--- src/verilog/rtcef_defs.svh ---
// Purpose: constants for the event status flag block
// Assumes: byte-wide register port, offsets as printed
// Notes: offsets, flag bit positions and ctrl/rate reset values live here; the ctrl enable bits 4-6 are coded in rtcef_status
`ifndef RTCEF_DEFS_SVH
`define RTCEF_DEFS_SVH
`define RTCEF_OFS_RATE 8'h0A
`define RTCEF_OFS_CTRL 8'h0B
`define RTCEF_OFS_EVENT 8'h0C
`define RTCEF_OFS_INTEG 8'h0D
`define RTCEF_BIT_UPDATE 4
`define RTCEF_BIT_ALARM 5
`define RTCEF_BIT_PERIODIC 6
`define RTCEF_BIT_IRQ 7
`define RTCEF_BIT_VALID 7
`define RTCEF_BIT_INHIBIT 7
`define RTCEF_RATE_LSB 0
`define RTCEF_RATE_MSB 3
`define RTCEF_CTRL_RST 8'h00
`define RTCEF_RATE_RST 8'h00
`endif

--- src/verilog/rtcef_pkg.sv ---
// Purpose: types for the event status flag block
// Assumes: used together with rtcef_defs.svh
// Notes: access cycle kinds of the register port
package rtcef_pkg;
	typedef logic [7:0] rtcef_byte_t;
	typedef enum logic [2:0] {
		RTCEF_IDLE = 3'h1,
		RTCEF_RD = 3'h2,
		RTCEF_WR = 3'h4
	} rtcef_acc_e;
endpackage

--- src/verilog/rtcef_status.sv ---
// Purpose: event status and backup integrity status bytes of a real-time clock
// Assumes: register port already decoded from the multiplexed bus, one-cycle strobes
// Notes: events arrive as one-cycle pulses from the time base logic
`timescale 1ns/1ps
`include "rtcef_defs.svh"

module rtcef_status
	import rtcef_pkg::*;
(
	// Clock and reset
	input wire logic ref_clk_in,
	input wire logic rst_b_in,
	// Register port
	input wire logic reg_rd_in,
	input wire logic reg_wr_in,
	input wire logic [7:0] reg_addr_in,
	input wire logic [7:0] reg_wdata_in,
	output logic [7:0] reg_rdata_out,
	output logic reg_rvalid_out,
	// Event sources
	input wire logic update_end_in,
	input wire logic alarm_match_in,
	input wire logic periodic_tick_in,
	input wire logic backup_source_valid_in,
	// Control views
	output logic [3:0] rate_select_out,
	output logic irq_b_out
);
	rtcef_byte_t ctrl_r;
	rtcef_byte_t rate_r;
	logic update_ended_flag_r;
	logic alarm_event_flag_r;
	logic periodic_event_flag_r;
	logic irq_request_flag_r;
	logic irq_request_nxt;
	logic event_rd;
	logic periodic_irq_enable;
	logic alarm_irq_enable;
	logic update_irq_enable;
	rtcef_acc_e acc;

	always_comb begin
		if (reg_rd_in) begin
			acc = RTCEF_RD;
		end else if (reg_wr_in) begin
			acc = RTCEF_WR;
		end else begin
			acc = RTCEF_IDLE;
		end
	end

	assign event_rd = (acc == RTCEF_RD) && (reg_addr_in == `RTCEF_OFS_EVENT);
	assign periodic_irq_enable = ctrl_r[6];
	assign alarm_irq_enable = ctrl_r[5];
	assign update_irq_enable = ctrl_r[4];

	// Control byte; only this and the rate byte accept writes
	always_ff @(posedge ref_clk_in) begin
		if (!rst_b_in) begin
			ctrl_r <= `RTCEF_CTRL_RST;
		end else begin
			if (acc == RTCEF_WR && reg_addr_in == `RTCEF_OFS_CTRL) begin
				ctrl_r <= reg_wdata_in;
			end else if (ctrl_r[`RTCEF_BIT_INHIBIT]) begin
				ctrl_r[`RTCEF_BIT_UPDATE] <= 1'b0;
			end
			if (acc == RTCEF_WR && reg_addr_in == `RTCEF_OFS_CTRL && reg_wdata_in[`RTCEF_BIT_INHIBIT]) begin
				ctrl_r[`RTCEF_BIT_UPDATE] <= 1'b0;
			end
		end
	end

	// Rate byte is only stored; the divider lives outside
	always_ff @(posedge ref_clk_in) begin
		if (!rst_b_in) begin
			rate_r <= `RTCEF_RATE_RST;
		end else if (acc == RTCEF_WR && reg_addr_in == `RTCEF_OFS_RATE) begin
			rate_r <= reg_wdata_in;
		end
	end

	// Event flags; writes to the event byte are simply not decoded
	rtcef_flag #(
		.RST_VAL(1'b0)
	) u_update_flag (
		.ref_clk_in(ref_clk_in),
		.rst_b_in(rst_b_in),
		.set_in(update_end_in),
		.clr_in(event_rd),
		.flag_out(update_ended_flag_r)
	);

	rtcef_flag #(
		.RST_VAL(1'b0)
	) u_alarm_flag (
		.ref_clk_in(ref_clk_in),
		.rst_b_in(rst_b_in),
		.set_in(alarm_match_in),
		.clr_in(event_rd),
		.flag_out(alarm_event_flag_r)
	);

	rtcef_flag #(
		.RST_VAL(1'b0)
	) u_periodic_flag (
		.ref_clk_in(ref_clk_in),
		.rst_b_in(rst_b_in),
		.set_in(periodic_tick_in),
		.clr_in(event_rd),
		.flag_out(periodic_event_flag_r)
	);

	// Request flag looks at flags after this cycle's sets
	always_comb begin
		irq_request_nxt = (alarm_irq_enable && (alarm_event_flag_r || alarm_match_in))
			|| (periodic_irq_enable && (periodic_event_flag_r || periodic_tick_in))
			|| (update_irq_enable && (update_ended_flag_r || update_end_in));
	end

	always_ff @(posedge ref_clk_in) begin
		if (!rst_b_in) begin
			irq_request_flag_r <= 1'b0;
		end else if (event_rd) begin
			// Only a fresh event during the read survives the clear
			irq_request_flag_r <= (alarm_irq_enable && alarm_match_in)
				|| (periodic_irq_enable && periodic_tick_in)
				|| (update_irq_enable && update_end_in);
		end else if (irq_request_nxt) begin
			irq_request_flag_r <= 1'b1;
		end
	end

	// Pin mirrors the flag one cycle later, so it stays a flop output
	always_ff @(posedge ref_clk_in) begin
		if (!rst_b_in) begin
			irq_b_out <= 1'b1;
		end else begin
			irq_b_out <= !irq_request_flag_r;
		end
	end

	// Read data registered; unmapped addresses read zero
	always_ff @(posedge ref_clk_in) begin
		if (!rst_b_in) begin
			reg_rdata_out <= 8'h00;
			reg_rvalid_out <= 1'b0;
		end else begin
			reg_rvalid_out <= (acc == RTCEF_RD);
			if (acc != RTCEF_RD) begin
				reg_rdata_out <= 8'h00;
			end else if (reg_addr_in == `RTCEF_OFS_EVENT) begin
				reg_rdata_out <= {irq_request_flag_r, periodic_event_flag_r,
					alarm_event_flag_r, update_ended_flag_r, 4'h0};
			end else if (reg_addr_in == `RTCEF_OFS_INTEG) begin
				reg_rdata_out <= {backup_source_valid_in, 7'h00};
			end else if (reg_addr_in == `RTCEF_OFS_CTRL) begin
				reg_rdata_out <= ctrl_r;
			end else if (reg_addr_in == `RTCEF_OFS_RATE) begin
				reg_rdata_out <= rate_r;
			end else begin
				reg_rdata_out <= 8'h00;
			end
		end
	end

	always_ff @(posedge ref_clk_in) begin
		if (!rst_b_in) begin
			rate_select_out <= 4'h0;
		end else begin
			rate_select_out <= rate_r[`RTCEF_RATE_MSB:`RTCEF_RATE_LSB];
		end
	end

endmodule // rtcef_status

module rtcef_flag #(
	parameter logic RST_VAL = 1'b0
) (
	// Clock and reset
	input wire logic ref_clk_in,
	input wire logic rst_b_in,
	// Set and clear strobes
	input wire logic set_in,
	input wire logic clr_in,
	// Flag
	output logic flag_out
);
	// Set beats the clear so an event during the clearing read is kept
	always_ff @(posedge ref_clk_in) begin
		if (!rst_b_in) begin
			flag_out <= RST_VAL;
		end else if (set_in) begin
			flag_out <= 1'b1;
		end else if (clr_in) begin
			flag_out <= 1'b0;
		end
	end
endmodule // rtcef_flag
--- config.mk ---
export PLATFORM = sky130hd
export DESIGN_NAME = rtcef_status
export DESIGN_NICKNAME = d
export VERILOG_FILES = /design/src/verilog/rtcef_pkg.sv /design/src/verilog/rtcef_status.sv
export VERILOG_INCLUDE_DIRS = /design/src /design/src/verilog
export SDC_FILE = /design/constraint.sdc
export NUM_CORES = 1
export LEC_CHECK = 0
export ABC_CLOCK_PERIOD_IN_PS = 1600
export CELL_PAD_IN_SITES_DETAIL_PLACEMENT = 0
export CELL_PAD_IN_SITES_GLOBAL_PLACEMENT = 1
export CORE_UTILIZATION = 46
export DETAILED_ROUTE_END_ITERATION = 16
export DONT_BUFFER_PORTS = 1
export HOLD_SLACK_MARGIN = 0.02
export PLACE_DENSITY = 0.84
export SLEW_MARGIN = 25
export SYNTH_ARGS = -nofsm -noshare
export SYNTH_HDL_FRONTEND = slang
export SYNTH_SLANG_ARGS = --single-unit
--- constraint.sdc ---
create_clock -name ref_clk_in -period 1.6 [get_ports ref_clk_in]
set_input_delay 0.32 -clock ref_clk_in [delete_from_list [all_inputs] [get_ports ref_clk_in]]
set_output_delay 0.32 -clock ref_clk_in [all_outputs]
set_load 0.01 [all_outputs]
==> results.ini, run 1 <==
[outcome]
status = completed

[global_routing]
overflow = 0
grt.total_usage_pct = 17.58
grt_pass1_vias = 867
antenna_found_initial = 0
grt_pass1_wl_um = 4160
grt_start_max_net_pins = 33

[synthesis]
synthesis.instances = 135
synth_cell_types = 33
ys_warn_count = 0
synth_area_leader_cell = dfxtp_1
ys_top_cells_by_area = dfxtp_1 (50%), o21ai_2 (7.0%), mux2i_1 (5.1%), nand3_1 (4.0%), nand2_1 (3.6%)
seq_area_frac_synth_pct = 49.54
synth_fp_nets = 159
ys_ff_latch = 34
synthArstFlopShare_pct = 0
synth-edff-count = 0
synth_common_cells = dfxtp_1 (34), nand2_1 (13), nand3_1 (11), o21ai_2 (11), nor2_1 (10)
synth_top_cell_area_share_pct = 49.54
syn_avg_cell_area_um2 = 10.18
syn_area_um2 = 1374
ys.flop_type = dfxtp_1
synth_most_common_cell = dfxtp_1

[floorplan]
num_rows = 19
start_util_pct = 49.39
die_x_um = 56.65
io_pins = 38
core_um2 = 2781
die_area_um2 = 3209
die_h_um = 56.65

[sta]
clock.fmax_mhz = 843.2
rsz0062_at_grt = false
min_period_over_period_pct = 74.12
skew_ns = 0.001789
setup_viol = 0
tns_ns = 0
min_period_ns = 1.186
drv_slew = 0
finalHoldViolCount = 0
layout_setup_ws_ns = 0.4141
worst_slew_pin_slew_ns = 0.4259
max_slew_margin_pct = 71.39

[routing]
wirelength_um = 2600
firstDrtPassIters = 4
ant_nets = 0
vias = 951
wl_per_cell_um = 15.38
vias_per_cell = 5.627
drcViolationCount = 0
drt_iter0_drc = 37

[worst_setup_path]
required_ns = 1.82
r2r-start = ctrl_r[6]$_SDFFE_PN0N_
endpoint_kind = register
path_cells = nor4_4, nand4_4, nand4b_1, o31ai_1
cpPeakStageDelay_ns = 0.43
crit_arrival_ns = 1.41
crit_family = simple AND/OR/NAND/NOR gates
crit_slowest_cell = nor4_4
path_max_fanout = 16
path_buf_inv = 0
critPathLaunchType = primary input
critPathKind = primary input to register
critPathLaunch = reg_addr_in[5]

[cts]
cts_hold_buf = 0
clkTransAtPathRegs_ns = 0.10
cts_max_level = 2
worst_skew_pair.late_latency_ns = 0.33
cts_setup_buffers = 0
clockBufferDepth = 2
cts_sinks = 34
numCtsBuffers = 5
cts_tree = built
cts_root_buf = clkbuf_4
ctsResizeCount = 0

[place]
dp_hpwl_um = 1775
finalWeightedCongestion = 0.7666
dp_worst_setup_slack_ns = 0.07167
portBuffers = 0

[finish]
drive_gt1_share_pct = 20.29
fin_nets = 161
antennaDiodeCount = 0
syn2layout_area_growth_pct = 4.645

[hold_path]
hold_path.class = primary input to register
min_from = rst_b_in

[job]
cap_viol_max_count = 0

[pwr]
p_leak_nw = 0.5405
powerDensity_nw_per_um2 = 969.1
ir_drop_v = 0.0005357

==> where the power goes <==
group	total, mW	internal (mW)	switching, mW
sequential	0.859	0.853	0.00571
clock	0.491	0.213	0.278
combinational	0.0439	0.0238	0.0201
==> final cells by class <==
class,count,area [um2]
repair buffers,1,7.507
multi-input cells,95,650.6
well taps,31,38.79
flip-flops and latches,34,680.7
fillers,260,1344
clock inverters,1,5.005
clock buffers,7,55.05
==> final timing paths <==
path	to	slack, ns	depth (start not counted)
setup reg to reg	irq_request_flag_r$_SDFFE_PN0P_	0.64	3
hold / removal	irq_b_out$_SDFF_PN1_	0.07	1
setup / recovery	ctrl_r[4]$_SDFFE_PP0P_	0.41	4
hold reg to reg	irq_b_out$_SDFF_PN1_	0.42	1
==> flip-flops by register name, summed over array words and instances (netlist names) <==
signal	count
rate_r	8
rate_select_out	4
u_periodic_flag.flag_out	1
irq_b_out	1
reg_rvalid_out	1
u_alarm_flag.flag_out	1
u_update_flag.flag_out	1
reg_rdata_out	8
irq_request_flag_r	1
ctrl_r	8
==> cell usage in the layout, fill, tap and decap left out, types with 2 or more instances in the layout <==
master     n
o21ai_0    2
o21a_1     4
nor2_1    10
o21ai_1    4
a21oi_1    5
mux2i_1    7
and2_1     5
clkbuf_4   5
dfxtp_1   34
nand3_1   11
nor2b_1    6
nand2_1   13
o21ai_2   11
==> worst register-to-register path: stages, from the launching register on <==
cell and delay (ns):
dfxtp_1 0.39, o21ai_0 0.11, a31o_2 0.24, a21boi_0 0.15
==> kinds of logic (layout without fill, tap and decap cells) <==
group | Yosys count | in the layout | share of synthesized area [%]
AOI/OAI and AO/OA | 31 | 31 | 16.30
buffers and inverters | 6 | 9 | 3.096
DFF | 34 | 34 | 49.54
muxes | 7 | 7 | 5.100
and+or+nand+nor | 57 | 57 | 25.96
==> metal layers <==
layer  vias to the layer above  routed length, um  GRT usage, %
met1                       426               1205         23.73
met2                        41               1163         24.37
met4                         0                 60         10.45
li1                        477                  -             -
met5                         -                  0             0
met3                         7                170         5.530
==> stage by stage <==
| step | power [mW] | cell area, um2 | hold slack [ns] | instances | util (%) |
|---|---|---|---|---|---|
| 2_1_floorplan | 0.9307 | 1374 | 0.3711 | 135 | - |
| 3_3_place_gp | 0.9211 | 1378 | 0.3954 | 161 | 49.53 |
| 3_5_place_dp | 0.9218 | 1378 | 0.3987 | 161 | 49.53 |
| 4_1_cts | 1.408 | 1438 | 0.05486 | 169 | 51.69 |
| 5_1_grt | 1.440 | 1438 | 0.07144 | 169 | 51.69 |
| 6_report | 1.393 | 1438 | 0.06616 | 169 | 51.69 |
No activity file was read; power rests on OpenSTA's default activity.
==> run 2, diff against run 1 <==
ABC_CLOCK_PERIOD_IN_PS = 1100   (was 1600)
clock period = 1.1 ns   (was 1.6 ns; I/O delays follow)
==> results.ini, run 2 (same netlist as run 1, synthesis figures left out) <==
[sta]
worst_slew_pin_slew_ns = 0.3012  ; was 0.4259 ns
tns_ns = 0  ; unchanged
setup_viol = 0  ; unchanged
hold_ws_ns = 0.009416  ; was 0.06616 ns
skew_ns = 0.01229  ; was 0.001789 ns
min_period_ns = 1.053
rsz0062_at_grt = false  ; unchanged
max_slew_margin_pct = 79.92  ; was 71.39%
layout_setup_ws_ns = 0.04653  ; was 0.4141 ns
drv_slew = 0  ; unchanged
finalHoldViolCount = 0  ; unchanged
clock.fmax_mhz = 949.2
min_period_over_period_pct = 95.77

[floorplan]
start_util_pct = 49.39  ; unchanged
die_area_um2 = 3209  ; unchanged
num_rows = 19  ; unchanged
die_h_um = 56.65  ; unchanged
die_x_um = 56.65  ; unchanged
core_um2 = 2781  ; unchanged
io_pins = 38  ; unchanged

[finish]
fin_nets = 172  ; was 161
layout_commonest_cell = dfxtp_1  ; unchanged
drive_gt1_share_pct = 27.70  ; was 20.29%
final_cell_area_um2 = 1585  ; was 1438 um2
top_regs = ctrl_r: 8 flops, rate_r: 8 flops, reg_rdata_out: 8 flops  ; unchanged
seqCellArea_um2 = 681.9  ; was 680.7 um2
stdcell_count = 179  ; was 169
fillers = 259  ; was 260
final_util_pct = 57.00  ; was 51.69%
multi_input_area_um2 = 670.6  ; was 650.6 um2
final_cell_mix = dfxtp_1 (33), nand2_1 (11), o21ai_2 (11)  ; was dfxtp_1 (34), nand2_1 (13), nand3_1 (11), o21ai_2 (11), nor2_1 (10)
syn2layout_area_growth_pct = 15.39  ; was 4.645%
antennaDiodeCount = 0  ; unchanged

[place]
dp_hpwl_um = 1940  ; was 1775 um
dpl_cell_area_um2 = 1455  ; was 1378 um2
finalWeightedCongestion = 0.7615  ; was 0.7666
numPlacedInstances = 167  ; was 161
portBuffers = 0  ; unchanged
dp_worst_setup_slack_ns = -0.1799  ; was 0.07167 ns

[worst_setup_path]
crit_family = buffers and inverters  ; was simple AND/OR/NAND/NOR gates
required_ns = 1.32  ; was 1.82 ns
path_buf_inv = 1  ; was 0
path_cells = nand2_1, dlygate4sd3_1  ; was nor4_4, nand4_4, nand4b_1, o31ai_1
critPathKind = register to register  ; was primary input to register
endpoint_kind = register  ; unchanged
crit_slowest_cell = dlygate4sd3_1  ; was nor4_4
crit_arrival_ns = 1.27  ; was 1.41 ns
cpPeakStageDelay_ns = 0.55  ; was 0.43 ns
r2r_slack_ns = 0.05  ; was 0.64 ns
critPathLaunchType = register  ; was primary input
path_max_fanout = 3  ; was 16

[routing]
wl_per_cell_um = 15.25  ; was 15.38 um
drcViolationCount = 0  ; unchanged
vias = 1006  ; was 951
wirelength_um = 2730  ; was 2600 um
firstDrtPassIters = 4  ; unchanged
ant_nets = 0  ; unchanged
vias_per_cell = 5.620  ; was 5.627
drt_iter0_drc = 39  ; was 37

[job]
cap_viol_max_count = 0  ; unchanged

[pwr]
ir_drop_v = 0.001522  ; was 0.0005357 V
p_leak_nw = 0.5869  ; was 0.5405 nW
powerDensity_nw_per_um2 = 1424  ; was 969.1 nW/um2
p_total_mw = 2.258  ; was 1.393 mW

[cts]
cts_root_buf = clkbuf_4  ; unchanged
numCtsBuffers = 5  ; unchanged
cts_max_level = 2  ; unchanged
clockBufferDepth = 2  ; unchanged
cts_hold_buf = 4  ; was 0
clkTransAtPathRegs_ns = 0.09  ; was 0.10 ns
cts_sinks = 34  ; unchanged
cts_tree = built  ; unchanged
worst_skew_pair.late_latency_ns = 0.34  ; was 0.33 ns

[global_routing]
grt.total_usage_pct = 19.95  ; was 17.58%
grt_start_max_net_pins = 33  ; unchanged
antenna_found_initial = 0  ; unchanged
grt_pass1_vias = 1019  ; was 867
grt_pass1_wl_um = 4698  ; was 4160 um
overflow = 0  ; unchanged

[outcome]
status = completed  ; unchanged

[hold_path]
hold_path.class = primary input to register  ; unchanged

-- run 2: timing repair --
action / CTS / global route
hold endpoints to repair: 14 / 14
resized for setup: 0 / 1
endpoints found under the setup margin: 0 / 1
buffers inserted: 0 / 1
-- run 2: worst paths after layout --
path	start	endpoint	cells after the start
worst min-delay path	alarm_match_in	u_alarm_flag.flag_out$_SDFFE_PN0P_	1
worst min register to register	ctrl_r[1]$_SDFFE_PN0N_	ctrl_r[1]$_SDFFE_PN0N_	2
worst max register to register	irq_request_flag_r$_SDFFE_PN0P_	irq_b_out$_SDFF_PN1_	2
worst max-delay path	irq_request_flag_r$_SDFFE_PN0P_	irq_b_out$_SDFF_PN1_	2
-- run 2: final cells by class --
cell class	count	share of cell area, %
sequential	34	43.02
multi-input combinational	95	42.30
timing repair buffer	12	7.103
clock buffer	6	3.236
tap	31	2.447
clock inverter	1	1.894
-- run 2: where the power goes --
| group | switching (mW) | internal, mW |
|---|---|---|
| sequential | 0.00759 | 1.24 |
| combinational | 0.0343 | 0.0434 |
| clock | 0.403 | 0.529 |
| total | 0.445 | 1.81 |
-- run 2: metal layers --
metal	track usage (%)	routed length, um
met5	0	0
met4	7.317	42
met3	8.295	214
met2	31.43	1291
met1	24.27	1182
-- run 2: worst register-to-register path, stage by stage (launching register included) --
cell           delay [ns]
dfxtp_2              0.35
nand2_1              0.05
dlygate4sd3_1        0.55
==> run 3, diff against run 2 <==
ABC_AREA = 1   (was unset)
CORE_UTILIZATION = 43   (was 46)
==> results.ini, run 3 <==
[routing]
vias_per_cell = 5.036  ; was 5.620
firstDrtPassIters = 4  ; unchanged
drt_iter0_drc = 47  ; was 39
wl_per_cell_um = 12.73  ; was 15.25 um
wirelength_um = 3171  ; was 2730 um
ant_nets = 0  ; unchanged
drcViolationCount = 0  ; unchanged
vias = 1254  ; was 1006

[hold_path]
hold_path.class = primary input to register  ; unchanged

[floorplan]
num_rows = 20  ; was 19
start_util_pct = 46.02  ; was 49.39%
core_um2 = 3078  ; was 2781 um2
die_area_um2 = 3527  ; was 3209 um2
die_x_um = 59.39  ; was 56.65 um
die_h_um = 59.39  ; was 56.65 um
io_pins = 38  ; unchanged

[finish]
antennaDiodeCount = 0  ; unchanged
final_util_pct = 52.93  ; was 57.00%
syn2layout_area_growth_pct = 15.02  ; was 15.39%
layout_commonest_cell = nand2_1  ; was dfxtp_1
final_cell_mix = nand2_1 (44), dfxtp_1 (34), inv_1 (24), nand3_1 (24), a21oi_1 (23)  ; was dfxtp_1 (33), nand2_1 (11), o21ai_2 (11)
top_regs = ctrl_r: 8 flops, rate_r: 8 flops, reg_rdata_out: 8 flops  ; unchanged
stdcell_count = 249  ; was 179
final_cell_area_um2 = 1629  ; was 1585 um2
drive_gt1_share_pct = 10.24  ; was 27.70%
fin_nets = 228  ; was 172

[worst_setup_path]
r2r-start = u_periodic_flag.flag_out$_SDFFE_PN0P_  ; was irq_request_flag_r$_SDFFE_PN0P_
required_ns = 1.32  ; about the same
r2r_slack_ns = 0.12  ; was 0.05 ns
crit_end = irq_request_flag_r$_SDFFE_PN0P_  ; was irq_b_out$_SDFF_PN1_
rr_endpoint = irq_request_flag_r$_SDFFE_PN0P_  ; was irq_b_out$_SDFF_PN1_
critPathLaunchType = register  ; unchanged
rr_worst_depth = 6  ; was 2
crit_arrival_ns = 1.20  ; was 1.27 ns
endpoint_kind = register  ; unchanged
path_max_fanout = 3  ; unchanged
critPathKind = register to register  ; unchanged
critPathLaunch = u_periodic_flag.flag_out$_SDFFE_PN0P_  ; was irq_request_flag_r$_SDFFE_PN0P_

[sta]
clock.fmax_mhz = 1018  ; was 949.2 MHz
rsz0062_at_grt = false  ; unchanged
setup_viol = 0  ; unchanged
tns_ns = 0  ; unchanged
drv_slew = 0  ; unchanged
finalHoldViolCount = 0  ; unchanged
max_slew_margin_pct = 70.03  ; was 79.92%
min_period_over_period_pct = 89.33  ; was 95.77%
worst_slew_pin_slew_ns = 0.4496  ; was 0.3012 ns
layout_setup_ws_ns = 0.1174  ; was 0.04653 ns
skew_ns = 0.003974  ; was 0.01229 ns
min_period_ns = 0.9826  ; was 1.053 ns

[cts]
cts_setup_buffers = 0  ; unchanged
worst_skew_pair.late_latency_ns = 0.34  ; about the same
clkTransAtPathRegs_ns = 0.10  ; was 0.09 ns
numCtsBuffers = 5  ; unchanged
cts_tree = built  ; unchanged
clockBufferDepth = 2  ; unchanged
cts_sinks = 34  ; unchanged
cts_root_buf = clkbuf_4  ; unchanged
cts_max_level = 2  ; unchanged

[global_routing]
overflow = 0  ; unchanged
grt_pass1_wl_um = 5250  ; was 4698 um
grt_start_max_net_pins = 17  ; was 33
antenna_found_initial = 0  ; unchanged
grt.total_usage_pct = 20.40  ; was 19.95%
grt_pass1_vias = 1216  ; was 1019

[synthesis]
synthesis.instances = 190  ; was 135
synth_cell_types = 19  ; was 33
ys.flop_type = dfxtp_1  ; unchanged
synth_fp_nets = 214  ; was 159
synth_area_leader_cell = dfxtp_1  ; unchanged
syn_area_um2 = 1416  ; was 1374 um2
ys_warn_count = 0  ; unchanged
synth_top_cell_area_share_pct = 48.06  ; was 49.54%
seq_area_frac_synth_pct = 48.06  ; was 49.54%
ys_ff_latch = 34  ; unchanged
syn_avg_cell_area_um2 = 7.455  ; was 10.18 um2
ys_top_cells_by_area = dfxtp_1 (48%), nand2_1 (12%), nand3_1 (8.5%), a21oi_1 (8.1%), inv_1 (6.4%)  ; was dfxtp_1 (50%), o21ai_2 (7.0%), mux2i_1 (5.1%), nand3_1 (4.0%), nand2_1 (3.6%)
synthArstFlopShare_pct = 0  ; unchanged
synth_most_common_cell = nand2_1  ; was dfxtp_1
synth-edff-count = 0  ; unchanged
synth_common_cells = nand2_1 (44), dfxtp_1 (34), inv_1 (24), nand3_1 (24), a21oi_1 (23)  ; was dfxtp_1 (34), nand2_1 (13), nand3_1 (11), o21ai_2 (11), nor2_1 (10)

[pwr]
powerDensity_nw_per_um2 = 1377  ; was 1424 nW/um2
p_leak_nw = 0.7008  ; was 0.5869 nW
ir_drop_v = 0.0007466  ; was 0.001522 V

[place]
dp_hpwl_um = 2326  ; was 1940 um
numPlacedInstances = 236  ; was 167
dp_worst_setup_slack_ns = -0.09199  ; was -0.1799 ns
portBuffers = 0  ; unchanged
dpl_cell_area_um2 = 1499  ; was 1455 um2
finalWeightedCongestion = 0.9032  ; was 0.7615

[outcome]
status = completed  ; unchanged

[job]
cap_viol_max_count = 0  ; unchanged

[run 3: cell types whose count changed in the layout (fill, tap and decap cells not counted), sizes merged, moves of 7 or more]
cell   change
nand3     +13
nand2     +31
inv       +24
nor2       +7
a21oi     +18
mux2i      -7
[run 3: worst min path at each step]
stage / cells past startpoint / end / from
final: 2 / ctrl_r[4]$_SDFFE_PP0P_ / reg_wdata_in[4]
after CTS: 2 / ctrl_r[4]$_SDFFE_PP0P_ / reg_wdata_in[4]
after floorplan: 2 / u_alarm_flag.flag_out$_SDFFE_PN0P_ / alarm_match_in
after global placement: 1 / irq_b_out$_SDFF_PN1_ / rst_b_in
after detailed placement: 1 / irq_b_out$_SDFF_PN1_ / rst_b_in
after global routing: 2 / rate_r[0]$_SDFFE_PN0P_ / reg_wdata_in[0]
[run 3: per-stage QoR]
stage	power, mW	hold WS, ns
floorplan	1.345	0.3374
global placement	1.357	0.3092
detailed placement	1.359	0.3107
CTS	2.248	0.02433
global route	2.327	0.02479
finish	2.244	0.03595
[run 3: final cells by class]
type | count | area, um2
Tap cell | 44 | 55.05
Clock buffer | 5 | 37.54
Fill cell | 334 | 1449
Sequential cell | 34 | 680.7
Inverter | 24 | 90.09
Clock inverter | 3 | 40.04
Multi-Input combinational cell | 126 | 600.6
Timing Repair Buffer | 13 | 125.1
[run 3: critical path, stage by stage (launching register included)]
cell and delay [ns]:
dfxtp_1 0.34, o21ai_0 0.16, nand2_1 0.07, nor2_1 0.13, nand2_1 0.07, nand2_1 0.06
a21oi_1 0.05
[run 3: logic make-up after synthesis]
family / after synthesis / synth area share, %
AND/OR/NAND/NOR: 91 / 29.77
flip-flops: 34 / 48.06
AO/OA/AOI/OAI: 35 / 12.63
buffers and inverters: 30 / 9.541
[run 3: per-layer routing]
metal / track usage, % / vias up / routed length [um]
li1: - / 638 / -
met4: 7.143 / 0 / 54
met3: 6.769 / 7 / 191
met1: 23.84 / 576 / 1416
met2: 34.67 / 33 / 1509
met5: 0 / - / 0
[run 3: repair_timing]
action,4_1_cts,5_1_grt
resized for setup,0,1
hold buffers,4,1
hold endpoints to repair,15,1
setup endpoints to repair,0,4
[run 3: power by group]
group / total, mW / internal, mW / switching, mW
Combinational: 0.104 / 0.0403 / 0.0642
Sequential: 1.25 / 1.24 / 0.00782
Clock: 0.890 / 0.470 / 0.420
Total: 2.24 / 1.75 / 0.492
